**src/logic/glcw_pkg.sv**
```systemverilog
// Constants and types shared by the pixel memory write path
package glcw_pkg;

   localparam int unsigned WORD_W = 16;
   localparam int unsigned BYTE_W = 8;
   localparam int unsigned BYTES = 2;
   localparam int unsigned ADDR_W = 16;

   // Logic operation select codes
   localparam logic [2:0] LOP_REPLACE = 3'h0;
   localparam logic [2:0] LOP_OR = 3'h1;
   localparam logic [2:0] LOP_AND = 3'h2;
   localparam logic [2:0] LOP_XOR = 3'h3;
   localparam logic [2:0] LOP_ORIG_EQ = 3'h4;
   localparam logic [2:0] LOP_ORIG_NE = 3'h5;
   localparam logic [2:0] LOP_HOST_EQ = 3'h6;
   localparam logic [2:0] LOP_HOST_NE = 3'h7;

   // Field positions inside the logic operation select
   localparam int unsigned LOP_COND_BIT = 2;
   localparam int unsigned LOP_SRC_BIT = 1;
   localparam int unsigned LOP_INV_BIT = 0;

   // Address counter layout: low byte column, high byte row
   localparam int unsigned AC_COL_LSB = 0;
   localparam int unsigned AC_ROW_LSB = 8;
   localparam logic [7:0] AC_COL_LAST = 8'h33;
   localparam logic [7:0] AC_ROW_LAST = 8'h4F;
   localparam logic [15:0] AC_ROW_STEP = 16'h0100;
   localparam logic [15:0] AC_RESET = 16'h0000;

   // Reset values of datapath registers
   localparam logic [15:0] WORD_RESET = 16'h0000;

   // Write sequencer states
   typedef enum logic [1:0]
   {
      GLCW_IDLE = 2'b00,
      GLCW_FETCH = 2'b01,
      GLCW_MERGE = 2'b10,
      GLCW_COMMIT = 2'b11
   } glcw_state_e;

endpackage : glcw_pkg

```
**src/logic/glcw_writer.sv**
```systemverilog
// Pixel memory write path: swap, logic/compare merge, bit mask, address stepping
`timescale 1ns/1ps
`default_nettype none

module glcw_writer
   import glcw_pkg::*;
(
   input wire logic CLK,
   input wire logic RST_N,
   // Configuration levels
   input wire logic [2:0] LOGIC_OP_SELECT,
   input wire logic [glcw_pkg::BYTE_W-1:0] COMPARE_VALUE,
   input wire logic BYTE_SWAP_ENABLE,
   input wire logic [glcw_pkg::WORD_W-1:0] WRITE_BIT_MASK,
   input wire logic ADDRESS_STEP_DIRECTION,
   input wire logic ADDRESS_INCREMENT,
   // Address counter load
   input wire logic AC_LOAD,
   input wire logic [glcw_pkg::ADDR_W-1:0] AC_LOAD_VALUE,
   // Host write words
   input wire logic HOST_WR_VALID,
   output logic HOST_WR_READY,
   input wire logic [glcw_pkg::WORD_W-1:0] HOST_WR_DATA,
   // Pixel memory port, read data one cycle after the read strobe
   output logic [glcw_pkg::ADDR_W-1:0] PIXEL_MEMORY_ADDR,
   output logic PIXEL_MEMORY_RD,
   input wire logic [glcw_pkg::WORD_W-1:0] PIXEL_MEMORY_RDATA,
   output logic PIXEL_MEMORY_WR,
   output logic [glcw_pkg::WORD_W-1:0] PIXEL_MEMORY_WDATA,
   output logic [glcw_pkg::WORD_W-1:0] PIXEL_MEMORY_BIT_EN,
   // Status
   output logic [glcw_pkg::ADDR_W-1:0] ADDRESS_COUNTER,
   output logic [glcw_pkg::WORD_W-1:0] READ_LATCH,
   output logic BUSY
);
   import glcw_pkg::*;

   glcw_state_e state_q;
   glcw_state_e state_d;
   logic buf_valid;
   logic buf_ready;
   logic [WORD_W-1:0] buf_data;
   logic take;
   logic [WORD_W-1:0] swapped;
   logic need_read;
   logic [2:0] op_q;
   logic step_vert_q;
   logic step_inc_q;
   logic [WORD_W-1:0] host_q;
   logic [WORD_W-1:0] latch_q;
   logic [WORD_W-1:0] orig;
   logic used_latch_q;
   logic rd_q;
   logic wr_q;
   logic [WORD_W-1:0] wdata_q;
   logic [WORD_W-1:0] bit_en_q;
   logic [ADDR_W-1:0] ac_q;
   logic [ADDR_W-1:0] ac_d;
   logic [WORD_W-1:0] merged;
   logic [WORD_W-1:0] masked;
   logic [BYTES-1:0] byte_ok;
   logic [WORD_W-1:0] new_bit_en;
   logic [7:0] col;
   logic [7:0] row;

   // Stall absorber so a word arriving during a merge is not dropped
   glcw_buf u_buf (
      .clk(CLK),
      .rst_n(RST_N),
      .in_valid(HOST_WR_VALID),
      .in_ready(HOST_WR_READY),
      .in_data(HOST_WR_DATA),
      .out_valid(buf_valid),
      .out_ready(buf_ready),
      .out_data(buf_data)
   );

   // Sequencer pulls one word only when idle
   assign buf_ready = (state_q == GLCW_IDLE);
   assign take = buf_valid && buf_ready;

   // Swap happens first, before any merge
   assign swapped = BYTE_SWAP_ENABLE ? {buf_data[BYTE_W-1:0], buf_data[WORD_W-1:BYTE_W]}
                                     : buf_data;

   // Only logic codes and original-compare codes touch memory for reading
   always_comb
   begin
      case (LOGIC_OP_SELECT)
         LOP_REPLACE,
         LOP_HOST_EQ,
         LOP_HOST_NE:
            need_read = 1'b0;
         default:
            need_read = 1'b1;
      endcase
   end

   // Original word straight off the memory port; it only stands in the MERGE
   // cycle, one cycle after the read strobe, so the merge takes it there
   // and the latch keeps a copy for the status port
   assign orig = PIXEL_MEMORY_RDATA;

   // Next state
   always_comb
   begin
      state_d = state_q;
      case (state_q)
         GLCW_IDLE:
         begin
            if (take)
               state_d = need_read ? GLCW_FETCH : GLCW_MERGE;
         end
         GLCW_FETCH:
            state_d = GLCW_MERGE;
         GLCW_MERGE:
            state_d = GLCW_COMMIT;
         GLCW_COMMIT:
            state_d = GLCW_IDLE;
         default:
            state_d = GLCW_IDLE;
      endcase
   end

   // State register
   always_ff @(posedge CLK)
   begin
      if (!RST_N)
         state_q <= GLCW_IDLE;
      else
         state_q <= state_d;
   end

   // Capture word and mode at acceptance so later config changes, other than mask and compare value, do not tear it
   always_ff @(posedge CLK)
   begin
      if (!RST_N)
      begin
         host_q <= WORD_RESET;
         op_q <= LOP_REPLACE;
         step_vert_q <= 1'b0;
         step_inc_q <= 1'b0;
         used_latch_q <= 1'b0;
      end
      else if (take)
      begin
         host_q <= swapped;
         op_q <= LOGIC_OP_SELECT;
         step_vert_q <= ADDRESS_STEP_DIRECTION;
         step_inc_q <= ADDRESS_INCREMENT;
         used_latch_q <= need_read;
      end
   end

   // Internal read strobe, high for the one cycle after acceptance of a code that reads
   always_ff @(posedge CLK)
   begin
      if (!RST_N)
         rd_q <= 1'b0;
      else
         rd_q <= take && need_read;
   end

   // Read latch: original word kept inside, never sent back to the host
   // Write-only codes leave it alone; their memory bus shows nothing useful
   always_ff @(posedge CLK)
   begin
      if (!RST_N)
         latch_q <= WORD_RESET;
      else if ((state_q == GLCW_MERGE) && used_latch_q)
         latch_q <= orig;
   end

   // Per-byte compare and logic merge
   // Byte 0 is bits 7:0, byte 1 bits 15:8, each judged on its own
   genvar gb;
   generate
      for (gb = 0; gb < BYTES; gb++)
      begin : g_byte
         logic [BYTE_W-1:0] h_byte;
         logic [BYTE_W-1:0] o_byte;
         logic [BYTE_W-1:0] src_byte;
         logic hit;
         assign h_byte = host_q[gb*BYTE_W +: BYTE_W];
         assign o_byte = orig[gb*BYTE_W +: BYTE_W];
         // Compare source: host byte for 11x, original byte for 10x
         assign src_byte = op_q[LOP_SRC_BIT] ? h_byte : o_byte;
         assign hit = (src_byte == COMPARE_VALUE) ^ op_q[LOP_INV_BIT];
         // Non-compare codes always pass the byte
         assign byte_ok[gb] = op_q[LOP_COND_BIT] ? hit : 1'b1;
      end
   endgenerate

   // Logic operation between the original word off the memory port and host word
   always_comb
   begin
      case (op_q)
         LOP_OR:
            merged = orig | host_q;
         LOP_AND:
            merged = orig & host_q;
         LOP_XOR:
            merged = orig ^ host_q;
         default:
            merged = host_q;
      endcase
   end

   // Mask last: cleared mask bits take the new bit, set bits keep the stored one
   assign new_bit_en = ~WRITE_BIT_MASK &
                       {{BYTE_W{byte_ok[1]}}, {BYTE_W{byte_ok[0]}}};
   // With a fresh original in hand, held bits are rewritten with it; else bit enables hold
   assign masked = used_latch_q ? ((merged & new_bit_en) | (orig & ~new_bit_en))
                                : merged;

   // Write strobe and data registered for one cycle in COMMIT
   always_ff @(posedge CLK)
   begin
      if (!RST_N)
      begin
         wr_q <= 1'b0;
         wdata_q <= WORD_RESET;
         bit_en_q <= WORD_RESET;
      end
      else if (state_q == GLCW_MERGE)
      begin
         wr_q <= 1'b1;
         wdata_q <= masked;
         bit_en_q <= new_bit_en;
      end
      else
      begin
         wr_q <= 1'b0;
      end
   end

   // Next address after a write
   assign col = ac_q[AC_COL_LSB +: 8];
   assign row = ac_q[AC_ROW_LSB +: 8];
   always_comb
   begin
      ac_d = ac_q;
      if (!step_vert_q)
      begin
         // Horizontal: wrap at a side edge to the next row
         if (step_inc_q)
         begin
            if (col == AC_COL_LAST)
               ac_d = {((row == AC_ROW_LAST) ? 8'h00 : row + 8'h01), 8'h00};
            else
               ac_d = ac_q + 16'h0001;
         end
         else
         begin
            if (col == 8'h00)
               ac_d = {((row == AC_ROW_LAST) ? 8'h00 : row + 8'h01), AC_COL_LAST};
            else
               ac_d = ac_q - 16'h0001;
         end
      end
      else
      begin
         // Vertical: down one row, past the bottom to the top of the adjacent column
         if (row == AC_ROW_LAST)
         begin
            if (step_inc_q)
               ac_d = {8'h00, ((col == AC_COL_LAST) ? 8'h00 : col + 8'h01)};
            else
               ac_d = {8'h00, ((col == 8'h00) ? AC_COL_LAST : col - 8'h01)};
         end
         else
         begin
            ac_d = ac_q + AC_ROW_STEP;
         end
      end
   end

   // Address counter; a load from outside beats the automatic step
   always_ff @(posedge CLK)
   begin
      if (!RST_N)
         ac_q <= AC_RESET;
      else if (AC_LOAD)
         ac_q <= AC_LOAD_VALUE;
      else if (state_q == GLCW_COMMIT)
         ac_q <= ac_d;
   end

   // Port drive
   assign PIXEL_MEMORY_ADDR = ac_q;
   assign PIXEL_MEMORY_RD = rd_q;
   assign PIXEL_MEMORY_WR = wr_q;
   assign PIXEL_MEMORY_WDATA = wdata_q;
   assign PIXEL_MEMORY_BIT_EN = bit_en_q;

   // Status view; the latch is for observation only
   assign ADDRESS_COUNTER = ac_q;
   assign READ_LATCH = latch_q;
   assign BUSY = (state_q != GLCW_IDLE) || buf_valid;

endmodule // glcw_writer

`default_nettype wire

```
**src/logic/glcw_buf.sv**
```systemverilog
// Two-entry buffer between host write strobes and the write sequencer
`timescale 1ns/1ps
`default_nettype none

module glcw_buf
   import glcw_pkg::*;
(
   input wire logic clk,
   input wire logic rst_n,
   input wire logic in_valid,
   output logic in_ready,
   input wire logic [glcw_pkg::WORD_W-1:0] in_data,
   output logic out_valid,
   input wire logic out_ready,
   output logic [glcw_pkg::WORD_W-1:0] out_data
);
   import glcw_pkg::*;

   logic [WORD_W-1:0] slot_q [0:1];
   logic rd_ptr_q;
   logic wr_ptr_q;
   logic [1:0] count_q;
   logic push;
   logic pop;

   // Honest full and empty flags from the occupancy count
   assign in_ready = (count_q != 2'd2);
   assign out_valid = (count_q != 2'd0);
   assign out_data = slot_q[rd_ptr_q];
   assign push = in_valid && in_ready;
   assign pop = out_valid && out_ready;

   // Storage slots; data reset to WORD_RESET, though the flags guard them
   always_ff @(posedge clk)
   begin
      if (!rst_n)
      begin
         slot_q[0] <= WORD_RESET;
         slot_q[1] <= WORD_RESET;
      end
      else if (push)
      begin
         slot_q[wr_ptr_q] <= in_data;
      end
   end

   // Pointers and occupancy
   always_ff @(posedge clk)
   begin
      if (!rst_n)
      begin
         rd_ptr_q <= 1'b0;
         wr_ptr_q <= 1'b0;
         count_q <= 2'd0;
      end
      else
      begin
         if (push)
            wr_ptr_q <= ~wr_ptr_q;
         if (pop)
            rd_ptr_q <= ~rd_ptr_q;
         if (push && !pop)
            count_q <= count_q + 2'd1;
         else if (pop && !push)
            count_q <= count_q - 2'd1;
      end
   end

endmodule // glcw_buf

`default_nettype wire

```
**config.mk**
```make
export PLATFORM = sky130hd
export DESIGN_NAME = glcw_writer
export DESIGN_NICKNAME = d
export VERILOG_FILES = /design/src/logic/glcw_pkg.sv /design/src/logic/glcw_writer.sv /design/src/logic/glcw_buf.sv
export SDC_FILE = /design/constraint.sdc
export NUM_CORES = 1
export LEC_CHECK = 0
export ABC_AREA = 1
export BUFFER_PORTS_ARGS = -buffer_cell sky130_fd_sc_hd__buf_2
export CAP_MARGIN = 20
export CORE_ASPECT_RATIO = 1.75
export CORE_MARGIN = 1.5
export CORE_UTILIZATION = 40
export CTS_BUF_LIST = sky130_fd_sc_hd__clkbuf_4 sky130_fd_sc_hd__clkbuf_8
export DETAILED_ROUTE_END_ITERATION = 6
export PLACE_DENSITY_LB_ADDON = 0.1
export SLEW_MARGIN = 30
export SYNTH_ARGS = -nofsm -noshare
export SYNTH_HDL_FRONTEND = slang
export SYNTH_SLANG_ARGS = --single-unit
```
**constraint.sdc**
```tcl
create_clock -name CLK -period 1.8 [get_ports CLK]
set_input_delay 0.18 -clock CLK [delete_from_list [all_inputs] [get_ports CLK]]
set_output_delay 0.18 -clock CLK [all_outputs]
set_load 0.02 [all_outputs]
```
==> results of run 1 <==
critical path, delay by kind of cell, from the launching register on:
kind / cells / cell delay [ns]
and+or+nand+nor: 13 / 1.05
DFF: 1 / 0.37
buffers and inverters: 4 / 0.35
AOI/OAI and AO/OA: 1 / 0.12
state kept, by name, indices dropped and copies added, names as in the netlist, 2 cells and up, named ones only:
register             cells
host_q                  16
PIXEL_MEMORY_WDATA      16
state_q                  2
u_buf.count_q            2
u_buf.slot_q            32
ADDRESS_COUNTER         16
PIXEL_MEMORY_BIT_EN     16
op_q                     3
READ_LATCH              16
stage by stage:
stage               setup TNS (ns)  hold slack (ns)  instances  power (mW)
floorplan                        0            0.315       1164        8.50
global placement             -2.27            0.436       1643        11.2
detailed placement           -3.33            0.447       1643        11.3
CTS                          -1.34         0.000450       1697        14.4
global route                 -7.17           0.0102       1708        15.8
finish                       -2.16           0.0227       1708        14.8
what timing repair did:
item | in CTS | in global routing
setup buffers | 6 | 11
endpoints found under the hold margin | 17 | 0
pin swaps | 15 | 38
cloned | 1 | 0
resized for setup | 70 | 105
endpoints found under the setup margin | 37 | 49
hold buffers | 17 | 0
worst min path at each step:
stage                                          endpoint  slack [ns]                        start  cells past startpoint
finish              PIXEL_MEMORY_BIT_EN[1]$_SDFFE_PN0P_        0.02            WRITE_BIT_MASK[1]                      4
global route          u_buf.slot_q[0][14]$_SDFFCE_PN0P_        0.01             HOST_WR_DATA[14]                      3
CTS                   u_buf.slot_q[0][10]$_SDFFCE_PN0P_      0.0004             HOST_WR_DATA[10]                      3
detailed placement                             register        0.45  u_buf.rd_ptr_q$_SDFFE_PN0P_                      1
global placement                               register        0.44  u_buf.rd_ptr_q$_SDFFE_PN0P_                      1
floorplan                          op_q[2]$_SDFFE_PN0P_        0.31           LOGIC_OP_SELECT[2]                      2
cells in the mapped netlist, drive strengths merged:
cell type / n / share of area
nor3: 10 / 0.0075
a221oi: 1 / 0.0011
o2111ai: 2 / 0.0021
edfxtp: 32 / 0.12
clkdlybuf4s50: 1 / 0.0014
o21bai: 1 / 0.00092
nor4: 1 / 0.0026
o21ai: 81 / 0.050
clkbuf: 36 / 0.024
dfxtp: 95 / 0.23
xor2: 12 / 0.013
or2: 1 / 0.00077
a21oi: 80 / 0.049
inv: 161 / 0.074
dlygate4sd1: 2 / 0.0021
mux2: 16 / 0.022
ha: 43 / 0.066
buf: 34 / 0.030
a22oi: 7 / 0.0064
nand4: 9 / 0.0069
xnor2: 2 / 0.0021
nand2: 290 / 0.13
clkinv: 2 / 0.00092
o22ai: 3 / 0.0023
o31ai: 1 / 0.00092
nor2: 93 / 0.045
o211ai: 20 / 0.018
a31oi: 8 / 0.0061
nand3: 103 / 0.064
a211oi: 15 / 0.014
o21a: 2 / 0.0018
routing by layer:
metal | track usage | wire length [µm]
met1 | 0.243 | 9860
met2 | 0.531 | 16100
met3 | 0.0435 | 911
met4 | 0.151 | 1200
met5 | 0 | 0
final cells by class:
| class | instances | area, µm² | share of cell area |
|---|---|---|---|
| multi-input combinational | 801 | 4650 | 0.416 |
| sequential | 127 | 2890 | 0.258 |
| timing repair buffer | 337 | 2280 | 0.204 |
| inverter | 163 | 614 | 0.0549 |
| tap | 248 | 310 | 0.0277 |
| clock buffer | 19 | 255 | 0.0228 |
| clock inverter | 13 | 184 | 0.0164 |
cell families (layout without fill, tap and decap cells):
kind of cell	count (synthesis)	count (layout)	synth area share
and+or+nand+nor	507	507	0.261
buffers and inverters	236	532	0.133
AOI/OAI and AO/OA	221	221	0.153
DFF	127	127	0.351
adders and majority gates	43	43	0.0659
muxes	16	16	0.0221
xor gates and xnor gates	14	14	0.0150
power breakdown:
group	switching [mW]	internal [mW]	total [mW]
clock network	1.26	1.57	2.83
registers	0.399	3.59	3.99
logic	4.79	3.19	7.97
total	6.45	8.34	14.8
==> impl_table.tex, run 1 <==
\begin{tabular}{lr}
\hline
Metric & Value \\
\hline
\multicolumn{2}{l}{\textbf{Place}} \\
\quad Post-placement worst setup slack & -0.183 ns \\
\quad Post-detailed-placement cell area & 9940 µm² \\
\quad Gp weighted congestion & about 0.94 \\
\quad Port buffer count & $\sim$170 \\
\quad Total half-perimeter wirelength after legalization and detailed placement & around 22000 µm \\
\multicolumn{2}{l}{\textbf{Timing}} \\
\quad Max Fclk & 0.510 GHz \\
\quad Number of endpoints with negative hold slack in the final report & 0 \\
\quad Final setup violation count & 25 \\
\quad Slew HR & 0.668 \\
\quad Final-report max-slew violation count & 0 \\
\quad Slew at the pin with the worst max-slew slack & slightly below 0.5 ns \\
\quad Minimum clock period after layout & between 1.5 and 2 ns \\
\quad Post-route fraction of the period consumed by the critical path & 1.09 \\
\quad Setup ws final & -0.160 ns \\
\quad Skew final & 0.0165 ns \\
\quad Unrepaired setup endpoints after global routing & yes \\
\multicolumn{2}{l}{\textbf{Detailed routing}} \\
\quad Number of nets still failing antenna checks after routing & 0 \\
\quad WL final & 28100 µm \\
\quad Total number of vias & between 8000 and 9000 \\
\quad Number of detailed-route iterations in the first pass & 6 \\
\quad Initial DRC Count & roughly 420 \\
\quad Routed WL per cell & 16.4 µm \\
\quad Post-detailed-route via-to-cell ratio & $\sim$5.1 \\
\quad DRC & 0 \\
\multicolumn{2}{l}{\textbf{Synthesis}} \\
\quad Portion of the post-synthesis area used by sequential elements & 0.351 \\
\quad Distinct cell type count of the synthesized netlist & 44 \\
\quad Post-Synthesis Cell Area & between 8000 and 9000 µm² \\
\quad Syn\_area\_per\_cell & between 7 and 8 µm² \\
\quad Number of storage elements in the synthesis netlist & 127 \\
\quad Warnings, synthesis & 0 \\
\quad Mapped Nets & 1289 \\
\quad Gate Count Post-Synth & between 1000 and 1500 \\
\multicolumn{2}{l}{\textbf{Critical path}} \\
\quad Reg-to-reg endpoint & PIXEL\_MEMORY\_WDATA[5]\$\_SDFFE\_PN0P\_ \\
\quad Critical path cell sequence & inv\_4 > buf\_6 > buf\_6 > nand2\_4 > nand2\_1 > nand2\_1 > nand2\_1 > inv\_1 > nand2\_2 > nor2\_4 > nand2\_2 > nand2\_2 > nand3\_4 > nand2\_1 > nand2\_1 > nand2\_1 > nand3\_1 > a21oi\_1 \\
\quad Critical-path maximum fanout & 8 \\
\quad Crit path launch type & register \\
\quad Origin of the worst setup path & op\_q[1]\$\_SDFFE\_PN0P\_ \\
\quad Most common cell on crit path & sky130\_fd\_sc\_hd\_\_nand2\_1 \\
\quad Stage delay of the slowest cell on the critical path & about 0.37 ns \\
\quad Capture point of the worst path & PIXEL\_MEMORY\_WDATA[5]\$\_SDFFE\_PN0P\_ \\
\quad Worst setup path category & register to register \\
\quad Critical Path End Type & register \\
\quad Arrival time of the worst setup path & between 2 and 2.5 ns \\
\quad Register-to-Register Path Depth & 18 \\
\quad Worst r2r src & op\_q[1]\$\_SDFFE\_PN0P\_ \\
\quad Worst setup slack for register-to-register paths & -0.16 ns \\
\quad Worst Path Required & about 2.2 ns \\
\quad Critical-path top delay cell & sky130\_fd\_sc\_hd\_\_dfxtp\_4 \\
\multicolumn{2}{l}{\textbf{Floorplan}} \\
\quad Overall die width & 111 µm \\
\quad Core box area & slightly above 20000 µm² \\
\quad Die Height & roughly 190 µm \\
\quad Row count & 69 \\
\quad Starting density of the core & 0.404 \\
\quad Ports placed on the boundary & between 150 and 200 \\
\quad Area of the die & 21300 µm² \\
\multicolumn{2}{l}{\textbf{Clocking}} \\
\quad Number of levels the H-tree was split into & 4 \\
\quad Insertion delay of the later-clocked pin in the worst-skew pair & about 0.47 ns \\
\quad Number of clock buffers inserted by TritonCTS & 17 \\
\quad TritonCTS clock tree & done \\
\quad Clock transition at the register clock pins on the worst setup and hold paths after CTS & 0.08 ns \\
\quad Number of buffers on the longest clock path & 2 \\
\quad \# clock sinks & between 100 and 150 \\
\quad Clock root cell & sky130\_fd\_sc\_hd\_\_clkbuf\_8 \\
\multicolumn{2}{l}{\textbf{Global routing}} \\
\quad Maximum number of pins on one net before global-route repair & 35 \\
\quad Global-route wire length before repair & $\sim$43000 µm \\
\quad Antenna violations before repair & 0 \\
\quad Gr usage total & 0.262 \\
\quad Remaining Overflow, GRT & 0 \\
\quad Vias in the first global route & between 8000 and 9000 \\
\multicolumn{2}{l}{\textbf{Outcome}} \\
\quad Outcome & finished with violations \\
\quad Violated checks & negative setup slack \\
\multicolumn{2}{l}{\textbf{Finish}} \\
\quad Most common cell after layout, fill and taps aside & sky130\_fd\_sc\_hd\_\_nand2\_1 \\
\quad Utilization of the core after routing & 0.554 \\
\quad Share of final-layout standard cells stronger than drive strength 1 & 0.347 \\
\quad Non-Filler Cell Area, Final & 11200 µm² \\
\quad Nets@finish & between 1500 and 2000 \\
\quad Number of inserted filler cells in the final layout & between 2000 and 2500 \\
\quad Highest-count cells in the layout ignoring fill and taps & sky130\_fd\_sc\_hd\_\_nand2\_1, sky130\_fd\_sc\_hd\_\_buf\_2, sky130\_fd\_sc\_hd\_\_inv\_1 \\
\quad Layout Area Growth over Synthesis & 36.9\% \\
\quad Antenna diode instance count & 0 \\
\multicolumn{2}{l}{\textbf{Run}} \\
\quad Maxcap violations & 0 \\
\multicolumn{2}{l}{\textbf{Power and ir drop}} \\
\quad P per Cell Area & about 1300 nW/µm² \\
\quad Highest ir drop seen on vdd & around 0.84 mV \\
\quad Leakage & approximately 5.6 nW \\
\multicolumn{2}{l}{\textbf{Hold path}} \\
\quad Hold/Removal Path Class & primary input to register \\
\hline
\end{tabular}
Note: power is estimated with default switching activity, not from simulation.
==> inputs of run 2 (changes only) <==
--- a/config.mk
+++ b/config.mk
@@ -5,8 +5,7 @@
 export SDC_FILE = /design/constraint.sdc
 export NUM_CORES = 1
 export LEC_CHECK = 0
-export ABC_AREA = 1
-export BUFFER_PORTS_ARGS = -buffer_cell sky130_fd_sc_hd__buf_2
+export BUFFER_PORTS_ARGS = -buffer_cell sky130_fd_sc_hd__buf_4
 export CAP_MARGIN = 20
 export CORE_ASPECT_RATIO = 1.75
 export CORE_MARGIN = 1.5
==> constraint.sdc (replaced) <==
create_clock -name CLK -period 2 [get_ports CLK]
set_input_delay 0.2 -clock CLK [delete_from_list [all_inputs] [get_ports CLK]]
set_output_delay 0.2 -clock CLK [all_outputs]
set_load 0.02 [all_outputs]
==> run 2 against run 1 <==
Compared with the run above:
- the run still ends with negative setup slack left
- clock power is 13% lower
- first-iteration DRC count shrank 16%
- hold slack lost 0.0046 ns
- wire length is 2.1% lower
- flip-flop and latch count did not move
- global-route usage decreased by 1.0 points
- utilization up 3.3 points
- critical endpoint is now PIXEL_MEMORY_WDATA[2]$_SDFFE_PN0P_
- critical path depth down 9
- combinational power decreased by 34%
==> impl_table.tex, run 2 <==
\begin{tabular}{lr}
\hline
Metric & Value \\
\hline
\multicolumn{2}{l}{\textbf{Floorplan}} \\
\quad Core box area & 19700 µm² (was 20200 µm²) \\
\quad Starting density of the core & 0.409 (was 0.404) \\
\quad Die Height & 191 µm (was 192 µm) \\
\quad Overall die width & 110 µm (was 111 µm) \\
\quad Ports placed on the boundary & 166 (unchanged) \\
\quad Row count & 68 (was 69) \\
\quad Area of the die & 21100 µm² (was 21300 µm²) \\
\multicolumn{2}{l}{\textbf{Global routing}} \\
\quad Global-route wire length before repair & 41400 µm (was 42900 µm) \\
\quad Vias in the first global route & 7852 (was 8479) \\
\quad Remaining Overflow, GRT & 0 (unchanged) \\
\quad Gr usage total & 0.252 (was 0.262) \\
\quad Maximum number of pins on one net before global-route repair & 34 (was 35) \\
\quad Antenna violations before repair & 0 (unchanged) \\
\multicolumn{2}{l}{\textbf{Critical path}} \\
\quad Worst Path Required & 2.34 ns (was 2.20 ns) \\
\quad Arrival time of the worst setup path & 2.49 ns (was 2.37 ns) \\
\quad Crit path launch type & register (unchanged) \\
\quad Worst setup path category & register to register (unchanged) \\
\quad Critical-path maximum fanout & 8 (unchanged) \\
\quad Critical Path End Type & register (unchanged) \\
\multicolumn{2}{l}{\textbf{Synthesis}} \\
\quad Number of storage elements in the synthesis netlist & 127 (unchanged) \\
\quad Async set-reset flop share out of synthesis & 0 (unchanged) \\
\quad Syn\_area\_per\_cell & 8.77 µm² (was 7.01 µm²) \\
\quad Gate Count Post-Synth & 921 (was 1164) \\
\quad Warnings, synthesis & 0 (unchanged) \\
\quad Cell types occupying the most area after synthesis & sky130\_fd\_sc\_hd\_\_dfxtp\_1, sky130\_fd\_sc\_hd\_\_edfxtp\_1, sky130\_fd\_sc\_hd\_\_ha\_1 (was sky130\_fd\_sc\_hd\_\_dfxtp\_1, sky130\_fd\_sc\_hd\_\_nand2\_1, sky130\_fd\_sc\_hd\_\_edfxtp\_1) \\
\quad Library cell with the highest instance count after synthesis & sky130\_fd\_sc\_hd\_\_nand2\_1 (unchanged) \\
\quad Mapped Nets & 1046 (was 1289) \\
\quad Post-Synthesis Cell Area & 8080 µm² (was 8170 µm²) \\
\quad Synth top cells by count & sky130\_fd\_sc\_hd\_\_nand2\_1, sky130\_fd\_sc\_hd\_\_dfxtp\_1, sky130\_fd\_sc\_hd\_\_a21oi\_1 (was sky130\_fd\_sc\_hd\_\_nand2\_1, sky130\_fd\_sc\_hd\_\_inv\_1, sky130\_fd\_sc\_hd\_\_nand3\_1) \\
\quad Cell type with the largest total area after synthesis & sky130\_fd\_sc\_hd\_\_dfxtp\_1 (unchanged) \\
\quad Area fraction of the dominant cell type after synthesis & 0.235 (was 0.233) \\
\quad Portion of the post-synthesis area used by sequential elements & 0.354 (was 0.351) \\
\quad Distinct cell type count of the synthesized netlist & 68 (was 44) \\
\quad Flip-flop cell with the highest count after synthesis & sky130\_fd\_sc\_hd\_\_dfxtp\_1 (unchanged) \\
\quad Count of flip-flops with a built-in enable after synthesis & 32 (unchanged) \\
\multicolumn{2}{l}{\textbf{Run}} \\
\quad Maxcap violations & 0 (unchanged) \\
\multicolumn{2}{l}{\textbf{Timing}} \\
\quad Minimum clock period after layout & 2.15 ns (was 1.96 ns) \\
\quad Final-report max-slew violation count & 0 (unchanged) \\
\quad Unrepaired setup endpoints after global routing & yes (unchanged) \\
\quad Max Fclk & 0.466 GHz (was 0.510 GHz) \\
\quad Final setup violation count & 26 (was 25) \\
\quad Slew HR & 0.542 (was 0.668) \\
\quad Sum of negative setup slack & -2.17 ns (was -2.16 ns) \\
\quad Slew at the pin with the worst max-slew slack & 0.687 ns (was 0.497 ns) \\
\quad Number of endpoints with negative hold slack in the final report & 0 (unchanged) \\
\quad Post-route fraction of the period consumed by the critical path & 1.07 (was 1.09) \\
\quad Skew final & 0.0100 ns (was 0.0165 ns) \\
\quad Setup ws final & -0.146 ns (was -0.160 ns) \\
\multicolumn{2}{l}{\textbf{Detailed routing}} \\
\quad Routed WL per cell & 18.9 µm (was 16.4 µm) \\
\quad DRC & 0 (unchanged) \\
\quad Initial DRC Count & 357 (was 424) \\
\quad WL final & 27500 µm (was 28100 µm) \\
\quad Post-detailed-route via-to-cell ratio & 5.50 (was 5.07) \\
\quad Number of detailed-route iterations in the first pass & 6 (unchanged) \\
\quad Total number of vias & 7990 (was 8665) \\
\quad Number of nets still failing antenna checks after routing & 0 (unchanged) \\
\multicolumn{2}{l}{\textbf{Power and ir drop}} \\
\quad Leakage & 4.74 nW (was 5.57 nW) \\
\quad Highest ir drop seen on vdd & 0.662 mV (was 0.845 mV) \\
\quad P per Cell Area & 963 nW/µm² (was 1320 nW/µm²) \\
\quad Total power consumption of the routed design & 11.2 mW (was 14.8 mW) \\
\multicolumn{2}{l}{\textbf{Clocking}} \\
\quad Insertion delay of the later-clocked pin in the worst-skew pair & 0.46 ns (was 0.47 ns) \\
\quad Number of levels the H-tree was split into & 4 (unchanged) \\
\quad Clock root cell & sky130\_fd\_sc\_hd\_\_clkbuf\_8 (unchanged) \\
\quad Clock transition at the register clock pins on the worst setup and hold paths after CTS & 0.08 ns (about the same) \\
\quad \# clock sinks & 127 (unchanged) \\
\quad Number of clock buffers inserted by TritonCTS & 17 (unchanged) \\
\quad TritonCTS clock tree & done (unchanged) \\
\quad Number of buffers on the longest clock path & 2 (unchanged) \\
\multicolumn{2}{l}{\textbf{Finish}} \\
\quad Number of inserted filler cells in the final layout & 1838 (was 2048) \\
\quad Antenna diode instance count & 0 (unchanged) \\
\quad Share of final-layout standard cells stronger than drive strength 1 & 0.353 (was 0.347) \\
\quad Most common cell after layout, fill and taps aside & sky130\_fd\_sc\_hd\_\_buf\_4 (was sky130\_fd\_sc\_hd\_\_nand2\_1) \\
\quad Nets@finish & 1320 (was 1572) \\
\quad Largest register by flop count & u\_buf.slot\_q (unchanged) \\
\quad Largest register FFs & 32 (unchanged) \\
\quad Highest-count cells in the layout ignoring fill and taps & sky130\_fd\_sc\_hd\_\_buf\_4, sky130\_fd\_sc\_hd\_\_nand2\_1, sky130\_fd\_sc\_hd\_\_a21oi\_1 (was sky130\_fd\_sc\_hd\_\_nand2\_1, sky130\_fd\_sc\_hd\_\_buf\_2, sky130\_fd\_sc\_hd\_\_inv\_1) \\
\quad Layout Area Growth over Synthesis & 43.3\% (was 36.9\%) \\
\multicolumn{2}{l}{\textbf{Hold path}} \\
\quad Hold/Removal Path Class & primary input to register (unchanged) \\
\multicolumn{2}{l}{\textbf{Place}} \\
\quad Total half-perimeter wirelength after legalization and detailed placement & 20700 µm (was 22300 µm) \\
\quad Gp weighted congestion & 0.891 (was 0.944) \\
\quad Port buffer count & 165 (unchanged) \\
\quad Post-placement worst setup slack & -0.230 ns (was -0.183 ns) \\
\multicolumn{2}{l}{\textbf{Outcome}} \\
\quad Outcome & finished with violations (unchanged) \\
\quad Violated checks & negative setup slack (unchanged) \\
\hline
\end{tabular}
run 2: repair_timing:
item / 4_1_cts / 5_1_grt
setup endpoints to repair: 41 / 46
pin swaps: 15 / 48
gates cloned: 0 / 1
resized for setup: 24 / 64
hold endpoints to repair: 71 / 0
buffers inserted: 8 / 11
hold buffers: 44 / 0
run 2: layer usage:
layer  vias up  share of wire  global-route usage
li1       3842              -                   -
met1      3845           0.35               0.244
met2       233           0.55               0.487
met3        70          0.038              0.0425
met4         0          0.059               0.165
met5         -              0                   0
run 2: where the power goes:
part / leakage (nW) / internal, mW / switching [mW]
sequential: 1.12 / 3.07 / 0.393
clock: 0.213 / 1.29 / 1.16
combinational: 3.40 / 2.46 / 2.78
total: 4.74 / 6.82 / 4.34
run 2: logic make-up after synthesis:
family / after synthesis / share of synthesized area
and+or+nand+nor: 287 / 0.182
AOI/OAI and AO/OA: 248 / 0.196
DFF: 127 / 0.354
buffers and inverters: 130 / 0.0718
adders and majority gates: 43 / 0.0666
muxes: 54 / 0.0949
xor gates and xnor gates: 32 / 0.0347
run 2: layout make-up:
type / count / area, µm² / share of cell area
inverter: 46 / 178 / 0.0153
clock inverter: 14 / 176 / 0.0152
clock buffer: 18 / 248 / 0.0214
multi-input combinational: 664 / 4980 / 0.430
sequential: 127 / 2890 / 0.249
timing repair buffer: 339 / 2800 / 0.242
tap: 245 / 307 / 0.0265
run 2: stage by stage:
step                      hold WS, ns   util  area [µm²]  std cells
after detailed placement        0.417  0.517       10200       1359
after CTS                    0.000463  0.569       11200       1443
after floorplan                 0.307      -        8170        921
after global placement          0.412  0.517       10200       1359
final                          0.0181  0.587       11600       1453
after global routing           0.0102  0.587       11600       1453
run 2: worst max-delay path, cell delays in order, from the launching register on:
cell	delay, ns
sky130_fd_sc_hd__dfxtp_4	0.40
sky130_fd_sc_hd__buf_6	0.14
sky130_fd_sc_hd__mux2i_2	0.22
sky130_fd_sc_hd__xnor2_1	0.10
sky130_fd_sc_hd__nor4_2	0.29
sky130_fd_sc_hd__nand4b_2	0.23
sky130_fd_sc_hd__mux2i_4	0.23
sky130_fd_sc_hd__buf_12	0.16
sky130_fd_sc_hd__mux2i_1	0.19
sky130_fd_sc_hd__o21ai_1	0.07
run 2: path summary, 6_finish.rpt:
path / end / from / cells after the start / slack (ns)
setup / recovery: PIXEL_MEMORY_WDATA[2]$_SDFFE_PN0P_ / op_q[1]$_SDFFE_PN0P_ / 9 / -0.15
hold / removal: ADDRESS_COUNTER[10]$_SDFFE_PN0P_ / AC_LOAD_VALUE[10] / 3 / 0.02
setup reg to reg: PIXEL_MEMORY_WDATA[2]$_SDFFE_PN0P_ / op_q[1]$_SDFFE_PN0P_ / 9 / -0.15
hold reg to reg: PIXEL_MEMORY_BIT_EN[8]$_SDFFE_PN0P_ / PIXEL_MEMORY_BIT_EN[8]$_SDFFE_PN0P_ / 2 / 0.46
